===== src/pkg/tla_pkg.sv =====
// constants, register map and types of the temperature limit alert block
package tla_pkg;
	// ------------------------------------------------------------
	// timing
	// ------------------------------------------------------------
	localparam int unsigned CLK_HZ          = 250_000_000;
	localparam int unsigned CONV_TIME_US    = 31_250; // one conversion cycle, 31.25 ms
	localparam int unsigned CONV_CYCLES     = (CLK_HZ / 1_000_000) * CONV_TIME_US;
	localparam int unsigned LOCAL_PHASE_DIV = 2;      // local phase takes half the cycle
	localparam int unsigned RATE_UNIT_US    = 31_250; // idle delay per rate step
	localparam int unsigned RATE_UNIT_CYC   = (CLK_HZ / 1_000_000) * RATE_UNIT_US;
	localparam int unsigned CNT_W           = 32;

	// ------------------------------------------------------------
	// register byte addresses
	// ------------------------------------------------------------
	localparam logic [7:0] A_LOCAL_TEMP   = 8'h00;
	localparam logic [7:0] A_REMOTE_TEMP  = 8'h04;
	localparam logic [7:0] A_LOCAL_HIGH   = 8'h08;
	localparam logic [7:0] A_REMOTE_HIGH  = 8'h0c;
	localparam logic [7:0] A_REMOTE_LOW   = 8'h10;
	localparam logic [7:0] A_REMOTE_CRIT  = 8'h14;
	localparam logic [7:0] A_HYST         = 8'h18;
	localparam logic [7:0] A_OFFSET       = 8'h1c;
	localparam logic [7:0] A_CONFIG       = 8'h20;
	localparam logic [7:0] A_MODE         = 8'h24;
	localparam logic [7:0] A_RATE         = 8'h28;
	localparam logic [7:0] A_STATUS       = 8'h2c;
	localparam logic [7:0] A_ARA_DONE     = 8'h30;

	// ------------------------------------------------------------
	// field positions
	// ------------------------------------------------------------
	localparam int unsigned CFG_MASK_BIT    = 7;
	localparam int unsigned CFG_STBY_BIT    = 6;
	localparam int unsigned CFG_PWMDIS_BIT  = 5;
	localparam int unsigned MODE_CMP_BIT    = 0;
	localparam int unsigned ST_BUSY_BIT     = 7;
	localparam int unsigned ST_LHIGH_BIT    = 6;
	localparam int unsigned ST_RHIGH_BIT    = 4;
	localparam int unsigned ST_RLOW_BIT     = 3;
	localparam int unsigned ST_OPEN_BIT     = 2;
	localparam int unsigned ST_RCRIT_BIT    = 1;
	localparam logic [7:0]  ST_ALERT_MASK   = 8'h7a; // all flags except busy and open

	// ------------------------------------------------------------
	// reset values
	// ------------------------------------------------------------
	localparam logic [7:0]  RST_LOCAL_HIGH  = 8'h46;
	localparam logic [15:0] RST_REMOTE_HIGH = 16'h4600;
	localparam logic [15:0] RST_REMOTE_LOW  = 16'h0000;
	localparam logic [15:0] RST_REMOTE_CRIT = 16'h5500;
	localparam logic [7:0]  RST_HYST        = 8'h0a;
	localparam logic [7:0]  RST_RATE        = 8'h00;

	// ------------------------------------------------------------
	// axi responses
	// ------------------------------------------------------------
	localparam logic [1:0]  RESP_OKAY   = 2'h0;
	localparam logic [1:0]  RESP_SLVERR = 2'h2;

	// conversion sequencer states
	typedef enum logic [3:0] {
		TLA_IDLE   = 4'h1,
		TLA_LOCAL  = 4'h2,
		TLA_REMOTE = 4'h4,
		TLA_DELAY  = 4'h8
	} tla_conv_t;
endpackage


===== src/verilog/tla_core.sv =====
// conversion sequencing, limit comparison and alert output logic
//
// Behaviour
// - a cycle converts local, then remote; each reading updates its result and status as it ends; 31.25 ms
// - conversion rate adds idle delay between cycles, never changes cycle length
// - critical output low from a remote reading above critical limit until one at or below limit minus hysteresis, no latching
// - local vs local high; remote vs remote high, low and critical
// - each finished reading is checked and sets its status bit when out of limits
// - mask clear, interrupt mode: any status bit but busy and open pulls alert low
// - mask zero enables alerts; mask set blocks alert in every mode
// - standby bit stops continuous conversions
// - in standby a config bit decides whether fan pwm keeps running
// - comparator mode: alert releases by itself once condition ends
// - comparator-mode bit set selects comparator; clear selects interrupt, reset clear
// - interrupt mode status read with flags set sets the mask bit
// - status bits other than busy clear only on status read; reassert at next conversion end
// - interrupt mode status read clears status and releases alert
// - hysteresis register sets the hysteresis of the comparator-mode and critical comparisons; status flags compare without it
// - remote values are 11-bit left justified in 16-bit high/low words
// - local reading and local limit are 8-bit registers
// - signed offset is added to the remote reading
// - remote values two's complement, lsb 0.125 degrees
// - local values two's complement bytes, lsb 1 degree
// - interrupt mode: after alert-response address sent, release alert and set mask
`timescale 1ns/100ps
module tla_core #(
	parameter int unsigned CONV_CYC = tla_pkg::CONV_CYCLES,
	parameter int unsigned RATE_CYC = tla_pkg::RATE_UNIT_CYC
) (
	input  wire logic        i_clk,
	input  wire logic        i_rst,
	input  wire logic [7:0]  i_awaddr,
	input  wire logic        i_awvalid,
	output logic             o_awready,
	input  wire logic [31:0] i_wdata,
	input  wire logic [3:0]  i_wstrb,
	input  wire logic        i_wvalid,
	output logic             o_wready,
	output logic [1:0]       o_bresp,
	output logic             o_bvalid,
	input  wire logic        i_bready,
	input  wire logic [7:0]  i_araddr,
	input  wire logic        i_arvalid,
	output logic             o_arready,
	output logic [31:0]      o_rdata,
	output logic [1:0]       o_rresp,
	output logic             o_rvalid,
	input  wire logic        i_rready,
	input  wire logic [7:0]  i_local_adc,
	input  wire logic [15:0] i_remote_adc,
	input  wire logic        i_diode_open,
	input  wire logic        i_ara_sent,
	output logic             o_alert_oe,
	output logic             o_crit_oe,
	output logic             o_pwm_run,
	output logic             o_standby,
	output logic             o_busy
);
	import tla_pkg::*;

	// ------------------------------------------------------------
	// registers and nets
	// ------------------------------------------------------------
	logic [7:0]     local_temp_reading_r;
	logic [15:0]    remote_temp_reading_r;
	logic [7:0]     local_high_limit_r;
	logic [15:0]    remote_high_limit_r;
	logic [15:0]    remote_low_limit_r;
	logic [15:0]    remote_critical_limit_r;
	logic [7:0]     hysteresis_value_r;
	logic [7:0]     remote_offset_high_byte_r;
	logic [7:0]     remote_offset_low_byte_r;
	logic [7:0]     config_r;
	logic           cmp_mode_r;
	logic [7:0]     rate_r;
	logic [7:0]     status_r;
	tla_conv_t      state_r;
	logic [CNT_W-1:0] cnt_r;
	logic [7:0]     rate_cnt_r;
	logic           eval_local;
	logic           eval_remote;
	logic           trip_lh;
	logic           trip_rh;
	logic           trip_rl;
	logic           trip_rc;
	logic           open_s1_r;
	logic           open_s2_r;
	logic           ara_s1_r;
	logic           ara_s2_r;
	logic           ara_d_r;
	logic           ara_pulse;
	logic           wr;
	logic [7:0]     wr_addr;
	logic [31:0]    wr_data;
	logic [3:0]     wr_strb;
	logic           rd;
	logic [7:0]     rd_addr;
	logic [31:0]    rd_data;
	logic           rd_ok;
	logic           wr_ok;
	logic           status_rd;
	logic [15:0]    remote_corr;
	logic [7:0]     status_set;

	// returns true for any mapped register address
	function automatic logic addr_mapped(input logic [7:0] a);
		case (a)
			A_LOCAL_TEMP, A_REMOTE_TEMP, A_LOCAL_HIGH, A_REMOTE_HIGH, A_REMOTE_LOW,
			A_REMOTE_CRIT, A_HYST, A_OFFSET, A_CONFIG, A_MODE, A_RATE, A_STATUS,
			A_ARA_DONE: addr_mapped = 1'b1;
			default:    addr_mapped = 1'b0;
		endcase
	endfunction

	// ------------------------------------------------------------
	// bus slave
	// ------------------------------------------------------------
	tla_axil u_axil (
		.i_clk     (i_clk),
		.i_rst     (i_rst),
		.i_awaddr  (i_awaddr),
		.i_awvalid (i_awvalid),
		.o_awready (o_awready),
		.i_wdata   (i_wdata),
		.i_wstrb   (i_wstrb),
		.i_wvalid  (i_wvalid),
		.o_wready  (o_wready),
		.o_bresp   (o_bresp),
		.o_bvalid  (o_bvalid),
		.i_bready  (i_bready),
		.i_araddr  (i_araddr),
		.i_arvalid (i_arvalid),
		.o_arready (o_arready),
		.o_rdata   (o_rdata),
		.o_rresp   (o_rresp),
		.o_rvalid  (o_rvalid),
		.i_rready  (i_rready),
		.o_wr      (wr),
		.o_wr_addr (wr_addr),
		.o_wr_data (wr_data),
		.o_wr_strb (wr_strb),
		.i_wr_ok   (wr_ok),
		.o_rd      (rd),
		.o_rd_addr (rd_addr),
		.i_rd_data (rd_data),
		.i_rd_ok   (rd_ok)
	);

	assign wr_ok     = addr_mapped(wr_addr);
	assign rd_ok     = addr_mapped(rd_addr);
	assign status_rd = rd && (rd_addr == A_STATUS);

	// read mux; narrow registers sit in the low bits
	always_comb begin
		case (rd_addr)
			A_LOCAL_TEMP:  rd_data = {24'h000000, local_temp_reading_r};
			A_REMOTE_TEMP: rd_data = {16'h0000, remote_temp_reading_r};
			A_LOCAL_HIGH:  rd_data = {24'h000000, local_high_limit_r};
			A_REMOTE_HIGH: rd_data = {16'h0000, remote_high_limit_r};
			A_REMOTE_LOW:  rd_data = {16'h0000, remote_low_limit_r};
			A_REMOTE_CRIT: rd_data = {16'h0000, remote_critical_limit_r};
			A_HYST:        rd_data = {24'h000000, hysteresis_value_r};
			A_OFFSET:      rd_data = {16'h0000, remote_offset_high_byte_r,
			                          remote_offset_low_byte_r};
			A_CONFIG:      rd_data = {24'h000000, config_r};
			A_MODE:        rd_data = {31'h00000000, cmp_mode_r};
			A_RATE:        rd_data = {24'h000000, rate_r};
			A_STATUS:      rd_data = {24'h000000, status_r};
			default:       rd_data = 32'h0000_0000;
		endcase
	end

	// ------------------------------------------------------------
	// software written limits, offset and rate
	// ------------------------------------------------------------
	always_ff @(posedge i_clk) begin
		if (i_rst) begin
			local_high_limit_r        <= RST_LOCAL_HIGH;
			remote_high_limit_r       <= RST_REMOTE_HIGH;
			remote_low_limit_r        <= RST_REMOTE_LOW;
			remote_critical_limit_r   <= RST_REMOTE_CRIT;
			hysteresis_value_r        <= RST_HYST;
			remote_offset_high_byte_r <= 8'h00;
			remote_offset_low_byte_r  <= 8'h00;
			rate_r                    <= RST_RATE;
			cmp_mode_r                <= 1'b0; // interrupt mode after reset
		end else if (wr) begin
			case (wr_addr)
				A_LOCAL_HIGH:  if (wr_strb[0]) local_high_limit_r <= wr_data[7:0];
				A_REMOTE_HIGH: begin
					if (wr_strb[1]) remote_high_limit_r[15:8] <= wr_data[15:8];
					if (wr_strb[0]) remote_high_limit_r[7:5]  <= wr_data[7:5];
				end
				A_REMOTE_LOW:  begin
					if (wr_strb[1]) remote_low_limit_r[15:8] <= wr_data[15:8];
					if (wr_strb[0]) remote_low_limit_r[7:5]  <= wr_data[7:5];
				end
				A_REMOTE_CRIT: begin
					if (wr_strb[1]) remote_critical_limit_r[15:8] <= wr_data[15:8];
					if (wr_strb[0]) remote_critical_limit_r[7:5]  <= wr_data[7:5];
				end
				A_HYST:        if (wr_strb[0]) hysteresis_value_r <= wr_data[7:0];
				A_OFFSET:      begin
					if (wr_strb[1]) remote_offset_high_byte_r <= wr_data[15:8];
					if (wr_strb[0]) remote_offset_low_byte_r  <= {wr_data[7:5], 5'h00};
				end
				A_MODE:        if (wr_strb[0]) cmp_mode_r <= wr_data[MODE_CMP_BIT];
				A_RATE:        if (wr_strb[0]) rate_r <= wr_data[7:0];
				default:       ;
			endcase
		end
	end

	// ------------------------------------------------------------
	// configuration: mask, standby, pwm disable in standby
	// ------------------------------------------------------------
	always_ff @(posedge i_clk) begin
		if (i_rst) begin
			config_r <= 8'h00;
		end else begin
			if (wr && wr_addr == A_CONFIG && wr_strb[0])
				config_r <= wr_data[7:0]; // mask zero enables alerts
			// hardware set of the mask wins over a software clear
			if ((status_rd && !cmp_mode_r && |(status_r & ST_ALERT_MASK))
			    || (ara_pulse && !cmp_mode_r))
				config_r[CFG_MASK_BIT] <= 1'b1;
		end
	end

	// ------------------------------------------------------------
	// pin synchronisers, alert-response completion pulse
	// ------------------------------------------------------------
	always_ff @(posedge i_clk) begin
		if (i_rst) begin
			open_s1_r <= 1'b0;
			open_s2_r <= 1'b0;
			ara_s1_r  <= 1'b0;
			ara_s2_r  <= 1'b0;
			ara_d_r   <= 1'b0;
		end else begin
			open_s1_r <= i_diode_open;
			open_s2_r <= open_s1_r;
			ara_s1_r  <= i_ara_sent;
			ara_s2_r  <= ara_s1_r;
			ara_d_r   <= ara_s2_r;
		end
	end
	assign ara_pulse = (ara_s2_r && !ara_d_r) || (wr && wr_addr == A_ARA_DONE);

	// ------------------------------------------------------------
	// conversion sequencer
	// ------------------------------------------------------------
	always_ff @(posedge i_clk) begin
		if (i_rst) begin
			state_r    <= TLA_IDLE;
			cnt_r      <= '0;
			rate_cnt_r <= 8'h00;
		end else begin
			case (state_r)
				TLA_IDLE: begin
					if (!config_r[CFG_STBY_BIT]) begin // standby halts conversions
						state_r <= TLA_LOCAL;
						cnt_r   <= '0;
					end
				end
				TLA_LOCAL: begin // local first, remote after
					cnt_r <= cnt_r + 1'b1;
					if (cnt_r == CNT_W'(CONV_CYC / LOCAL_PHASE_DIV - 1))
						state_r <= TLA_REMOTE;
				end
				TLA_REMOTE: begin
					cnt_r <= cnt_r + 1'b1;
					if (cnt_r == CNT_W'(CONV_CYC - 1)) begin // fixed length
						state_r    <= TLA_DELAY;
						cnt_r      <= '0;
						rate_cnt_r <= rate_r;
					end
				end
				TLA_DELAY: begin // idle gap set by the rate register
					if (rate_cnt_r == 8'h00) begin
						state_r <= TLA_IDLE;
					end else if (cnt_r == CNT_W'(RATE_CYC - 1)) begin
						cnt_r      <= '0;
						rate_cnt_r <= rate_cnt_r - 8'h01;
					end else begin
						cnt_r <= cnt_r + 1'b1;
					end
				end
				default: state_r <= TLA_IDLE;
			endcase
		end
	end

	assign eval_local  = (state_r == TLA_LOCAL) && (cnt_r == CNT_W'(CONV_CYC / LOCAL_PHASE_DIV - 1));
	assign eval_remote = (state_r == TLA_REMOTE) && (cnt_r == CNT_W'(CONV_CYC - 1));
	assign remote_corr = {remote_offset_high_byte_r, remote_offset_low_byte_r}
	                     + {i_remote_adc[15:5], 5'h00};

	// result registers, updated at the end of each reading
	always_ff @(posedge i_clk) begin
		if (i_rst) begin
			local_temp_reading_r  <= 8'h00;
			remote_temp_reading_r <= 16'h0000;
		end else begin
			if (eval_local)
				local_temp_reading_r <= i_local_adc;
			if (eval_remote)
				remote_temp_reading_r <= remote_corr;
		end
	end

	// ------------------------------------------------------------
	// limit comparators
	// ------------------------------------------------------------
	tla_cmp #(.W(8)) u_cmp_lh (
		.i_clk(i_clk), .i_rst(i_rst), .i_eval(eval_local), .i_value(i_local_adc),
		.i_limit(local_high_limit_r), .i_hyst(hysteresis_value_r), .i_low(1'b0),
		.o_trip(trip_lh));
	tla_cmp #(.W(16)) u_cmp_rh (
		.i_clk(i_clk), .i_rst(i_rst), .i_eval(eval_remote), .i_value(remote_corr),
		.i_limit(remote_high_limit_r), .i_hyst({hysteresis_value_r, 8'h00}), // whole degrees
		.i_low(1'b0), .o_trip(trip_rh));
	tla_cmp #(.W(16)) u_cmp_rl (
		.i_clk(i_clk), .i_rst(i_rst), .i_eval(eval_remote), .i_value(remote_corr),
		.i_limit(remote_low_limit_r), .i_hyst({hysteresis_value_r, 8'h00}),
		.i_low(1'b1), .o_trip(trip_rl));
	tla_cmp #(.W(16)) u_cmp_rc (
		.i_clk(i_clk), .i_rst(i_rst), .i_eval(eval_remote), .i_value(remote_corr),
		.i_limit(remote_critical_limit_r), .i_hyst({hysteresis_value_r, 8'h00}),
		.i_low(1'b0), .o_trip(trip_rc));

	// flags raised by the reading that completes this cycle
	always_comb begin
		status_set = 8'h00;
		status_set[ST_LHIGH_BIT] = eval_local && ($signed(i_local_adc) > $signed(local_high_limit_r));
		status_set[ST_RHIGH_BIT] = eval_remote && ($signed(remote_corr) > $signed(remote_high_limit_r));
		status_set[ST_RLOW_BIT]  = eval_remote && ($signed(remote_corr) < $signed(remote_low_limit_r));
		status_set[ST_RCRIT_BIT] = eval_remote &&
		                           ($signed(remote_corr) > $signed(remote_critical_limit_r));
		status_set[ST_OPEN_BIT]  = eval_remote && open_s2_r;
	end

	// sticky status: cleared by a read, a new event in the same cycle wins
	always_ff @(posedge i_clk) begin
		if (i_rst) begin
			status_r <= 8'h00;
		end else begin
			status_r <= (status_rd ? 8'h00 : status_r) | status_set;
			status_r[ST_BUSY_BIT] <= (state_r == TLA_LOCAL) || (state_r == TLA_REMOTE);
		end
	end

	// ------------------------------------------------------------
	// output pins, all from flip-flops
	// ------------------------------------------------------------
	always_ff @(posedge i_clk) begin
		if (i_rst) begin
			o_alert_oe <= 1'b0;
			o_crit_oe  <= 1'b0;
			o_pwm_run  <= 1'b1;
			o_standby  <= 1'b0;
			o_busy     <= 1'b0;
		end else begin
			if (config_r[CFG_MASK_BIT])
				o_alert_oe <= 1'b0; // mask blocks every mode
			else if (cmp_mode_r)
				o_alert_oe <= trip_lh | trip_rh | trip_rl | trip_rc;
			else
				o_alert_oe <= |(status_r & ST_ALERT_MASK) && !status_rd;
			o_crit_oe  <= trip_rc; // non-latching critical output
			o_pwm_run  <= !(config_r[CFG_STBY_BIT] && config_r[CFG_PWMDIS_BIT]);
			o_standby  <= config_r[CFG_STBY_BIT];
			o_busy     <= status_r[ST_BUSY_BIT];
		end
	end
endmodule // tla_core


===== src/verilog/tla_cmp.sv =====
// signed limit comparator with hysteresis
`timescale 1ns/100ps
module tla_cmp #(
	parameter int unsigned W = 16
) (
	input  wire logic         i_clk,
	input  wire logic         i_rst,
	input  wire logic         i_eval,
	input  wire logic [W-1:0] i_value,
	input  wire logic [W-1:0] i_limit,
	input  wire logic [W-1:0] i_hyst,
	input  wire logic         i_low,
	output logic              o_trip
);
	logic signed [W:0] val_s;
	logic signed [W:0] lim_s;
	logic signed [W:0] rel_s;
	logic              trip_nxt;

	// strict compare; once tripped, release only at or below limit minus hysteresis (high) or at or above limit plus hysteresis (low)
	always_comb begin
		val_s = {i_value[W-1], i_value};
		lim_s = {i_limit[W-1], i_limit};
		if (i_low) begin
			rel_s    = lim_s + $signed({1'b0, i_hyst});
			trip_nxt = o_trip ? (val_s < rel_s) : (val_s < lim_s);
		end else begin
			rel_s    = lim_s - $signed({1'b0, i_hyst});
			trip_nxt = o_trip ? (val_s > rel_s) : (val_s > lim_s);
		end
	end

	// condition is updated only when a reading completes
	always_ff @(posedge i_clk) begin
		if (i_rst)
			o_trip <= 1'b0;
		else if (i_eval)
			o_trip <= trip_nxt;
	end
endmodule // tla_cmp


===== src/verilog/tla_axil.sv =====
// axi4-lite slave front end, one word registers
`timescale 1ns/100ps
module tla_axil (
	input  wire logic        i_clk,
	input  wire logic        i_rst,
	input  wire logic [7:0]  i_awaddr,
	input  wire logic        i_awvalid,
	output logic             o_awready,
	input  wire logic [31:0] i_wdata,
	input  wire logic [3:0]  i_wstrb,
	input  wire logic        i_wvalid,
	output logic             o_wready,
	output logic [1:0]       o_bresp,
	output logic             o_bvalid,
	input  wire logic        i_bready,
	input  wire logic [7:0]  i_araddr,
	input  wire logic        i_arvalid,
	output logic             o_arready,
	output logic [31:0]      o_rdata,
	output logic [1:0]       o_rresp,
	output logic             o_rvalid,
	input  wire logic        i_rready,
	output logic             o_wr,
	output logic [7:0]       o_wr_addr,
	output logic [31:0]      o_wr_data,
	output logic [3:0]       o_wr_strb,
	input  wire logic        i_wr_ok,
	output logic             o_rd,
	output logic [7:0]       o_rd_addr,
	input  wire logic [31:0] i_rd_data,
	input  wire logic        i_rd_ok
);
	import tla_pkg::*;
	logic aw_held_r;
	logic w_held_r;

	// capture write address and data in either order
	always_ff @(posedge i_clk) begin
		if (i_rst) begin
			o_awready <= 1'b1;
			o_wready  <= 1'b1;
			aw_held_r <= 1'b0;
			w_held_r  <= 1'b0;
			o_wr_addr <= 8'h00;
			o_wr_data <= 32'h0000_0000;
			o_wr_strb <= 4'h0;
			o_wr      <= 1'b0;
		end else begin
			o_wr <= 1'b0;
			if (i_awvalid && o_awready) begin
				o_wr_addr <= i_awaddr;
				aw_held_r <= 1'b1;
				o_awready <= 1'b0;
			end
			if (i_wvalid && o_wready) begin
				o_wr_data <= i_wdata;
				o_wr_strb <= i_wstrb;
				w_held_r  <= 1'b1;
				o_wready  <= 1'b0;
			end
			if (aw_held_r && w_held_r && !o_wr && !o_bvalid) begin
				o_wr      <= 1'b1;
				aw_held_r <= 1'b0;
				w_held_r  <= 1'b0;
			end
			if (o_bvalid && i_bready) begin
				o_awready <= 1'b1;
				o_wready  <= 1'b1;
			end
		end
	end

	// write response raised on the same edge as the register update
	always_ff @(posedge i_clk) begin
		if (i_rst) begin
			o_bvalid <= 1'b0;
			o_bresp  <= RESP_OKAY;
		end else if (o_wr) begin
			o_bvalid <= 1'b1;
			o_bresp  <= i_wr_ok ? RESP_OKAY : RESP_SLVERR;
		end else if (i_bready) begin
			o_bvalid <= 1'b0;
		end
	end

	// read channel, read strobe goes to the register file
	always_ff @(posedge i_clk) begin
		if (i_rst) begin
			o_arready <= 1'b1;
			o_rd      <= 1'b0;
			o_rd_addr <= 8'h00;
			o_rvalid  <= 1'b0;
			o_rdata   <= 32'h0000_0000;
			o_rresp   <= RESP_OKAY;
		end else begin
			o_rd <= 1'b0;
			if (i_arvalid && o_arready) begin
				o_rd_addr <= i_araddr;
				o_rd      <= 1'b1;
				o_arready <= 1'b0;
			end
			if (o_rd) begin
				o_rvalid <= 1'b1;
				o_rdata  <= i_rd_data;
				o_rresp  <= i_rd_ok ? RESP_OKAY : RESP_SLVERR;
			end else if (o_rvalid && i_rready) begin
				o_rvalid  <= 1'b0;
				o_arready <= 1'b1;
			end
		end
	end
endmodule // tla_axil


===== config.mk =====
export PLATFORM = sky130hd
export DESIGN_NAME = tla_core
export DESIGN_NICKNAME = d
export VERILOG_FILES = /design/src/pkg/tla_pkg.sv /design/src/verilog/tla_core.sv /design/src/verilog/tla_cmp.sv /design/src/verilog/tla_axil.sv
export SDC_FILE = /design/constraint.sdc
export NUM_CORES = 1
export LEC_CHECK = 0
export BUFFER_PORTS_ARGS = -buffer_cell sky130_fd_sc_hd__clkbuf_2
export CAP_MARGIN = 5
export CORE_MARGIN = 2
export CORE_UTILIZATION = 43
export CTS_CLUSTER_SIZE = 25
export DETAILED_ROUTE_END_ITERATION = 6
export PLACE_DENSITY = 0.64
export SETUP_SLACK_MARGIN = 0.4
export SLEW_MARGIN = 10
export SYNTH_ARGS = -nofsm -noshare
export SYNTH_HDL_FRONTEND = slang
export SYNTH_SLANG_ARGS = --single-unit
export TNS_END_PERCENT = 5

===== constraint.sdc =====
create_clock -name i_clk -period 3.6 [get_ports i_clk]
set_clock_uncertainty 0.15 [all_clocks]
set_input_delay 0 -clock i_clk [delete_from_list [all_inputs] [get_ports i_clk]]
set_output_delay 0 -clock i_clk [all_outputs]
set_load 0.005 [all_outputs]

### Word level (Yosys, flattened, before mapping)

Memories as Yosys holds them, arrays and structs flattened. A register that Yosys moved wholly into a read port is not among the register bits.
Cells that the tools add are included.

| storage, ports and cells | value |
|---|---|
| input bits | 85 |
| output and inout port bits | 46 |
| memory bits (read-only) | 128 |
| register bits after elaboration | 246 |
| memories | 2 |
| word-level logic and storage cells | 209 |

Memories:

| memory | depth | width | read ports | clocked after memory_dff | write ports | line | text |
|---|---|---|---|---|---|---|---|
| (name not given) | 64 | 1 | 1 | 1 | 0 | tla_core.sv:107 | `case (a)` |
| (name not given) | 64 | 1 | 1 | 1 | 0 | tla_core.sv:107 |  |

| cells by class | value |
|---|---|
| order comparisons | 12 |
| reduce and logical (&&, ||, !) cells | 62 |
| equal/unequal tests | 33 |
| bitwise operators | 4 |
| add/subtract/negate cells | 7 |
| mux-type cells | 39 |

Operator list:

| operator | count |
|---|---|
| 16-bit case mux with 12 select lines | 1 |
| 32-bit case mux with 4 select lines | 1 |
| 32-bit two-way mux | 3 |
| 8-bit by 5-bit equality test with 1-bit output (second input constant) | 8 |
| 8-bit by 6-bit equality test with 1-bit output (second input constant) | 8 |
| 16-bit > comparator | 4 |
| 3-bit AND reduction | 13 |
| 16-bit by 17-bit > comparator with 1-bit output | 2 |
| 16-bit by 17-bit subtractor with 17-bit output | 2 |
| 32-bit by 1-bit adder with 32-bit output (second input constant) | 1 |
| 32-bit by 22-bit equality test with 1-bit output (second input constant) | 1 |
| 32-bit by 23-bit equality test with 1-bit output (second input constant) | 1 |
| 8-bit by 4-bit equality test with 1-bit output (second input constant) | 4 |
| 16-bit < comparator | 2 |
| 8-bit two-way mux | 4 |
| 1-bit logical AND | 25 |
| 6-bit two-way mux | 4 |
| 16-bit by 17-bit adder with 17-bit output | 1 |
| 16-bit by 17-bit < comparator with 1-bit output | 1 |
| 1-bit two-way mux | 17 |
| 16-bit adder | 1 |
| 8-bit > comparator | 2 |
| 8-bit zero test | 2 |
| 4-bit two-way mux | 4 |
| other kinds (24) | 45 |

### Depth between registers and ports, before layout

Gate-level depths: netlist (run 1).

| logic depth | value |
|---|---|
| depth after elaboration | 6 |
| gate-level depth with buffers | 18 |
| depth with buffers taken out | 18 |

### Cells and area by module

Synthesis (run 1) repeated with hierarchy kept, for this count alone.

| unflattened totals | value |
|---|---|
| cell total of the unflattened synthesis | 2732 |
| area total of the unflattened synthesis | 22302.6 um^2 |

By module, submodules not included:

| module | seq. area each (um^2) | area each (um^2) | cells each | times used |
|---|---|---|---|---|
| tla_core | 3123.0 | 8660.8 | 1047 | 1 |
| tla_axil | 1901.8 | 3907.5 | 380 | 1 |
| tla_cmp at u_cmp_rh | 20.0 | 2971.6 | 410 | 1 |
| tla_cmp at u_cmp_rc | 20.0 | 2810.2 | 380 | 1 |
| tla_cmp at u_cmp_rl | 20.0 | 2642.5 | 354 | 1 |
| tla_cmp at u_cmp_lh | 20.0 | 1310.0 | 161 | 1 |

### Worst setup path before layout (run 1)

No wires, ideal clock.

| timing path | value |
|---|---|
| kind | register to register |
| start | reg remote_offset_low_byte_r[5] |
| end | reg u_cmp_rc.o_trip |
| period minus slack after synthesis | 3.990 ns |
| buffers on the path | 0 |
| setup time | 0.126 ns |
| cell stages (with the launch flop) | 14 |
| data arrival time | 3.715 ns |
| path slack | -0.390 ns |
| data required time | 3.324 ns |
| path through | dfxtp_1 > ha_1 > fa_1 > a21oi_4 > o2111ai_1 > a2111oi_0 > a311o_1 > inv_1 > ha_1 > nand2_1 > or4b_1 > or4_1 > o2111ai_1 > o211ai_1 |

| between the ends | value |
|---|---|
| longest elaborated chain between the ends | 3 |
| elaborated cells on any way between the ends | 4 |
| those cells by class | add/sub (1); order compare (2); mux (1) |

Ends and longest elaborated chain:

| item | line | text |
|---|---|---|
| from (decl) | tla_core.sv:72 | `logic [7:0] remote_offset_low_byte_r;` |
| from (signal assigned) | tla_core.sv:205 | `if (wr_strb[0]) remote_offset_low_byte_r <= {wr_data[7:5], 5'h00};` |
| 16-bit adder (*) | tla_core.sv:297 | `+ {i_remote_adc[15:5], 5'h00};` |
| 16-bit by 17-bit > comparator with 1-bit output or 16-bit > comparator (tied branches) | tla_cmp.sv:29 | `trip_nxt = o_trip ? (val_s > rel_s) : (val_s > lim_s);` |
| 1-bit two-way mux (*) | tla_cmp.sv:29 |  |
| to (signal assigned) | tla_cmp.sv:38 | `o_trip <= trip_nxt;` |
| to (decl) | tla_cmp.sv:13 | `output logic o_trip` |

Mark *: on every way between the ends. The rest lies on a longest branch, timed or not.
A chain may end at the register's enable or synchronous reset.

### Worst setup path after layout (run 1)

Same ends and word-level chain as after synthesis.

==> impl_metrics.ini, run 1 <==
[status]
run_status = finished with violations
violations = DRC, setup timing

[sta]
fmaxAchievable_mhz = 275.3
total_negative_setup_slacks_ns = -0.03292
timing.final.hold_violations = 0
grt_setup_unrepaired = true
fin_crit_ns = 3.633
worst_max_slew_pin_slew_ns = 0.9239
period_share = 1.009
slew_viols_final = 0
setup-violations-final = 1
timing.final.ws_setup_ns = -0.03292
slew_headroom = 0.3822

[detailed_routing]
avgRoutedWirePerCell_microns = 18.20
drt_iter0_markers = 1040
drt.antenna.violating_nets = 0
detail_route.wirelength_mm = 39.13
drt_first_pass_iters = 7
vias = 11917
ratio_of_routed_vias_to_standard_cells = 5.543
post-route-drc-count = 2

[pwr]
pwr-share-clk = 0.469
vdd_drop_max_mv = 0.3771
seq_power_share = 0.437
switching_share = 0.2428
switching_power_mw = 1.425
cell_internal_pwr_mw = 4.444
pwr-share-comb = 0.094
power-per-cell-area_nw_per_um2 = 370.1
p_leak_nw = 6.857

[layout]
fin_area_sq_um = 15860
final_nets = 1928
num-fill-cells = 2811
top_library_cells_by_usage_in_the_layout_fill_and_taps_aside = sky130_fd_sc_hd__dfxtp_1 (221), sky130_fd_sc_hd__nor2_1 (208), sky130_fd_sc_hd__nand2_1 (135)
layout.cells.most_common = sky130_fd_sc_hd__dfxtp_1
drive_gt1_frac = 0.1296
flow.area_growth_from_synthesis_pct = 24.03

[clock_tree]
clkTransAtPathRegs_ns = 0.06
ctsLongestPathBuffers = 3
tritoncts_clock_tree = built
htree_levels = 1
cts-root-buf = sky130_fd_sc_hd__clkbuf_16
clk_latency_ns = 0.54
cts_sinks = 223
cts_made_buffers = 25

[placement]
finalWeightedCongestion = 0.9073
portBuffers = 89
placed_instance_area_sq_um = 13930
detailedPlacementHpwl_mm = 28.79

[synth]
post_synth_instance_area_sq_um = 12780
yosys_most_used_dff = sky130_fd_sc_hd__dfxtp_1
yosys_warnings = 0
synthArstFlopShare = 0
postSynthCellCount = 1534
number_of_enable_type_register_cells_in_the_synthesized_netlist = 0
synth_cell_type_count = 73
syn_avg_cell_area_sq_um = 8.333
number_of_synthesized_register_bits = 223
synth.yosys.seq_area_share = 0.3492

[setup_path]
critPathKind = flip-flop to flip-flop
crit_arrival_ns = 3.90
worst_setup_path_end_kind = flip-flop
worstSetupStartpointType = flip-flop
data_required_time_at_the_worst_endpoint_ns = 3.86
crit_fanout = 3

[global_route]
grt_overflow = 0
vias_in_the_first_global_route = 11435
grt_max_degree = 88
global_route_wire_length_before_repair_mm = 61.49
gr-usage-all-layers = 0.2488
grt_antenna_before_repair = 1

[floorplan]
die_area_sq_um = 31120
floorplan.die.width_microns = 176.4
starting_density_of_the_core = 0.4336
dieHeight_microns = 176.4
rows = 63
core_area_sq_um = 29480
count_of_boundary_i_o_pins = 131

[worst_hold_path]
holdCritPathClass = input pin to flip-flop

[job]
cap_violations = 0
[worst max-delay path, cell delays in order, from the launching register on]
cell and delay [ns]:
sky130_fd_sc_hd__dfxtp_1 0.31, sky130_fd_sc_hd__ha_2 0.18, sky130_fd_sc_hd__fa_2 0.37, sky130_fd_sc_hd__a21oi_4 0.21
sky130_fd_sc_hd__o2111ai_4 0.18, sky130_fd_sc_hd__buf_6 0.16, sky130_fd_sc_hd__a21o_1 0.17, sky130_fd_sc_hd__a311o_1 0.34
sky130_fd_sc_hd__inv_2 0.10, sky130_fd_sc_hd__ha_4 0.13, sky130_fd_sc_hd__nand2_1 0.05, sky130_fd_sc_hd__or4b_4 0.51
sky130_fd_sc_hd__or4_4 0.43, sky130_fd_sc_hd__o2111ai_2 0.11, sky130_fd_sc_hd__o211ai_1 0.10
[cells in the mapped netlist, types with 10 or more instances]
cell type,n,area [sq um]
sky130_fd_sc_hd__a211o_1,12,105.1
sky130_fd_sc_hd__a211oi_1,12,90.09
sky130_fd_sc_hd__a21oi_1,127,635.6
sky130_fd_sc_hd__a222oi_1,10,100.1
sky130_fd_sc_hd__a22oi_1,32,240.2
sky130_fd_sc_hd__and3_1,30,187.7
sky130_fd_sc_hd__buf_4,18,135.1
sky130_fd_sc_hd__clkbuf_1,48,180.2
sky130_fd_sc_hd__dfxtp_1,223,4464
sky130_fd_sc_hd__ha_1,97,1214
sky130_fd_sc_hd__inv_1,89,334.1
sky130_fd_sc_hd__mux2i_1,70,700.7
sky130_fd_sc_hd__nand2_1,135,506.7
sky130_fd_sc_hd__nand2b_1,13,81.33
sky130_fd_sc_hd__nand3_1,36,180.2
sky130_fd_sc_hd__nand4_1,18,112.6
sky130_fd_sc_hd__nor2_1,208,780.8
sky130_fd_sc_hd__nor2b_1,27,168.9
sky130_fd_sc_hd__nor3_1,18,90.09
sky130_fd_sc_hd__o21a_1,17,127.6
sky130_fd_sc_hd__o21ai_0,46,230.2
sky130_fd_sc_hd__xnor2_1,33,289.0
sky130_fd_sc_hd__xor2_1,41,359.1
[worst paths after layout]
path                                from              endpoint  slack, ns  cells after the start
max reg2reg  remote_offset_low_byte_r[5]       u_cmp_rc.o_trip      -0.03                     14
max          remote_offset_low_byte_r[5]       u_cmp_rc.o_trip      -0.03                     14
min                          i_wdata[13]  u_axil.o_wr_data[13]       0.09                      4
min reg2reg                    flip-flop     u_axil.o_bresp[1]       0.28                      1
[through the flow]
step / power (mW) / cells / worst slack (ns) / util / hold slack, ns
after floorplan: 2.910 / 1551 / -0.05214 / - / -0.04965
after detailed placement: 3.073 / 2014 / -0.1200 / 0.4725 / 0.06405
after global placement: 3.066 / 2014 / -0.003637 / 0.4725 / 0.06222
after CTS: 5.879 / 2149 / -0.07167 / 0.5347 / 0.08939
final: 5.869 / 2150 / -0.03292 / 0.5378 / 0.09376
after global routing: 6.049 / 2150 / -0.2065 / 0.5378 / 0.1204
[cells by family after synthesis]
| kind of cell | count (synthesis) | share of synthesized area |
|---|---|---|
| AO/OA/AOI/OAI | 345 | 0.1776 |
| AND/OR/NAND/NOR | 544 | 0.2003 |
| flip-flops | 223 | 0.3492 |
| adder cells (fa/ha/maj) | 109 | 0.1083 |
| XOR/XNOR | 76 | 0.05373 |
| buffers and inverters | 166 | 0.05579 |
| multiplexers | 70 | 0.05481 |
| other | 1 | 0.0002933 |
[power groups by stage]
stage,clock network (mW),registers [mW],logic [mW]
2_1_floorplan,0,2.59,0.315
3_3_place_gp,0,2.62,0.448
3_5_place_dp,0,2.62,0.454
4_1_cts,2.78,2.56,0.537
5_1_grt,2.87,2.57,0.610
6_report,2.75,2.57,0.551
[registers in the layout, summed over array words and instances (netlist names), 11 cells and up, named ones only]
signal / flops
remote_low_limit_r: 11
u_axil.o_wr_data: 16
remote_temp_reading_r: 11
remote_high_limit_r: 11
remote_critical_limit_r: 11
cnt_r: 32
u_axil.o_rdata: 16
[metal layers]
layer | vias to the layer above | share of wire | global-route usage
met4 | 0 | 0.029 | 0.07645
li1 | 5826 | - | -
met3 | 88 | 0.069 | 0.02864
met2 | 406 | 0.46 | 0.4209
met1 | 5597 | 0.44 | 0.3324
met5 | - | 0 | 0
[cell type report]
cell class	instances	area, sq um	area share
diodes	1	2.502	0.0001578
clock buffers	33	715.7	0.04514
clock inverters	12	178.9	0.01128
inverters	90	337.8	0.02131
multi-input cells	1162	7834	0.4941
flip-flops and latches	223	4469	0.2819
well taps	390	488.0	0.03078
repair buffers	239	1829	0.1154
[repair_timing]
action	CTS	global route
hold buffers	89	0
endpoints found under the setup margin	7	10
resized for setup	8	21
pin swaps	4	4
setup buffers	1	0
endpoints found under the hold margin	102	0
gates cloned	0	0
(Power assumes the default switching activity.)
==> run 2: changes to the inputs <==
CORE_UTILIZATION = 50   (was 43)
PLACE_DENSITY = 0.72   (was 0.64)
==> impl_metrics.ini, run 2 (synthesis results as in run 1) <==
[status]
run_status = finished clean

[layout]
top_register = cnt_r
multiInputGateArea_sq_um = 7811
final_nets = 1936
instances_no_fill = 2098
top_library_cells_by_usage_in_the_layout_fill_and_taps_aside = sky130_fd_sc_hd__dfxtp_1 (220), sky130_fd_sc_hd__nor2_1 (206), sky130_fd_sc_hd__nand2_1 (134)
top_regs = cnt_r: 32 flops, u_axil.o_rdata: 16 flops, u_axil.o_wr_data: 16 flops
flow.area_growth_from_synthesis_pct = 23.62
total_inserted_antenna_cells = 0
layout.cells.most_common = sky130_fd_sc_hd__dfxtp_1
final-seq-area_sq_um = 4468
largest_register_ffs = 32
num-fill-cells = 2128
core_util_final = 0.6294
drive_gt1_frac = 0.1346

[detailed_routing]
vias = 12263
ratio_of_routed_vias_to_standard_cells = 5.845
drt_first_pass_iters = 7
avgRoutedWirePerCell_microns = 18.74
detail_route.wirelength_mm = 39.32
drt.antenna.violating_nets = 0
post-route-drc-count = 0
drt_iter0_markers = 1100

[worst_hold_path]
hp-start = i_remote_adc[12]
holdCritPathClass = input pin to flip-flop

[placement]
portBuffers = 89
detailedPlacementHpwl_mm = 28.21
finalWeightedCongestion = 0.9664
dpl.cell_count = 1957

[clock_tree]
htree_levels = 1
ctsLongestPathBuffers = 3
clk_latency_ns = 0.55
cts_sinks = 223
cts-root-buf = sky130_fd_sc_hd__clkbuf_16
tritoncts_clock_tree = built
post_cts_setup_bufs = 0
clkTransAtPathRegs_ns = 0.06
cts_made_buffers = 25

[floorplan]
core_area_sq_um = 25110
count_of_boundary_i_o_pins = 131
dieHeight_microns = 163.9
starting_density_of_the_core = 0.5091
die_area_sq_um = 26860
rows = 58
floorplan.die.width_microns = 163.9

[setup_path]
timing.critical_path.cells = ha_4 > fa_2 > a21oi_4 > o2111ai_2 > buf_4 > a21o_1 > a311o_1 > inv_2 > ha_4 > nand2_2 > or4b_4 > or4_4 > o2111ai_2 > o211ai_1
data_required_time_at_the_worst_endpoint_ns = 3.86
worstSetupStartpoint = remote_offset_low_byte_r[5]
r2r-start = remote_offset_low_byte_r[5]
cp_num_buf_inv = 2
crit_fanout = 3
crit_arrival_ns = 3.84
critPathKind = flip-flop to flip-flop
worst_setup_path_end_kind = flip-flop
worstSetupStartpointType = flip-flop
critical_path.top_delay_family = compound AO/OA/AOI/OAI gates
timing.critical_path.slowest_cell_delay_ns = 0.51
crit_path_top_delay_cell = sky130_fd_sc_hd__or4b_4

[sta]
slew_viols_final = 0
slew_headroom = 0.3320
timing.final.hold_violations = 0
grt_setup_unrepaired = true
setup-violations-final = 0
worst_max_slew_pin_slew_ns = 0.9983
fin_crit_ns = 3.585
fmaxAchievable_mhz = 278.9
period_share = 0.9959

[global_route]
global_route_wire_length_before_repair_mm = 61.00
gr-usage-all-layers = 0.2870
grt_antenna_before_repair = 0
grt_max_degree = 108
vias_in_the_first_global_route = 11624
grt_overflow = 0

[pwr]
power-per-cell-area_nw_per_um2 = 372.0
p_leak_nw = 6.868
vdd_drop_max_mv = 0.4314

[job]
cap_violations = 0
## run 2: final timing paths
check        cells past startpoint  slack [ns]                        end
max                             14        0.01            u_cmp_rc.o_trip
min reg2reg                      1        0.29          u_axil.o_rresp[1]
max reg2reg                     14        0.01            u_cmp_rc.o_trip
min                              6        0.05  remote_temp_reading_r[12]
## run 2: area by class of cell
type                       instances  share of cell area
multi-input combinational       1162              0.4943
sequential                       223              0.2827
tap                              330             0.02613
clock inverter                    17             0.01433
inverter                          90             0.02138
clock buffer                      29             0.04244
timing repair buffer             247              0.1187
## run 2: metal layers
metal,global-route usage,routed length [microns]
met1,0.3706,16490
met4,0.1005,1293
met5,0,0
met2,0.4807,18450
met3,0.05303,3083
## run 2: timing repair
| action | in CTS | in global routing |
|---|---|---|
| setup endpoints to repair | 6 | 7 |
| hold buffers | 95 | 0 |
| hold endpoints to repair | 106 | 0 |
| pin swaps | 4 | 4 |
| gates resized for setup | 14 | 19 |
## run 2: tightest hold or removal path, stage by stage
cell,delay [ns]
sky130_fd_sc_hd__clkbuf_2,0.09
sky130_fd_sc_hd__ha_1,0.20
sky130_fd_sc_hd__xnor2_1,0.09
sky130_fd_sc_hd__buf_4,0.17
sky130_fd_sc_hd__nand2_1,0.07
sky130_fd_sc_hd__a21oi_1,0.06
## run 2: through the flow
| stage | power, mW | cell area [sq um] | hold slack (ns) | setup TNS (ns) | worst slack, ns |
|---|---|---|---|---|---|
| after global routing | 6.058 | 15800 | 0.05698 | -0.4891 | -0.1782 |
| after detailed placement | 3.063 | 13850 | 0.06921 | -0.2328 | -0.1125 |
| after floorplan | 2.910 | 12880 | -0.04965 | -0.06681 | -0.05214 |
| final | 5.878 | 15800 | 0.04933 | 0 | 0.01477 |
| after CTS | 5.867 | 15750 | 0.02157 | -0.006911 | -0.006911 |
| after global placement | 3.056 | 13850 | 0.06226 | 0 | 0.008319 |
## run 2: where the power goes
part / internal (mW) / switching [mW] / total, mW
sequential: 2.51 / 0.0568 / 2.57
combinational: 0.248 / 0.309 / 0.556
clock: 1.65 / 1.11 / 2.76
total: 4.41 / 1.47 / 5.88
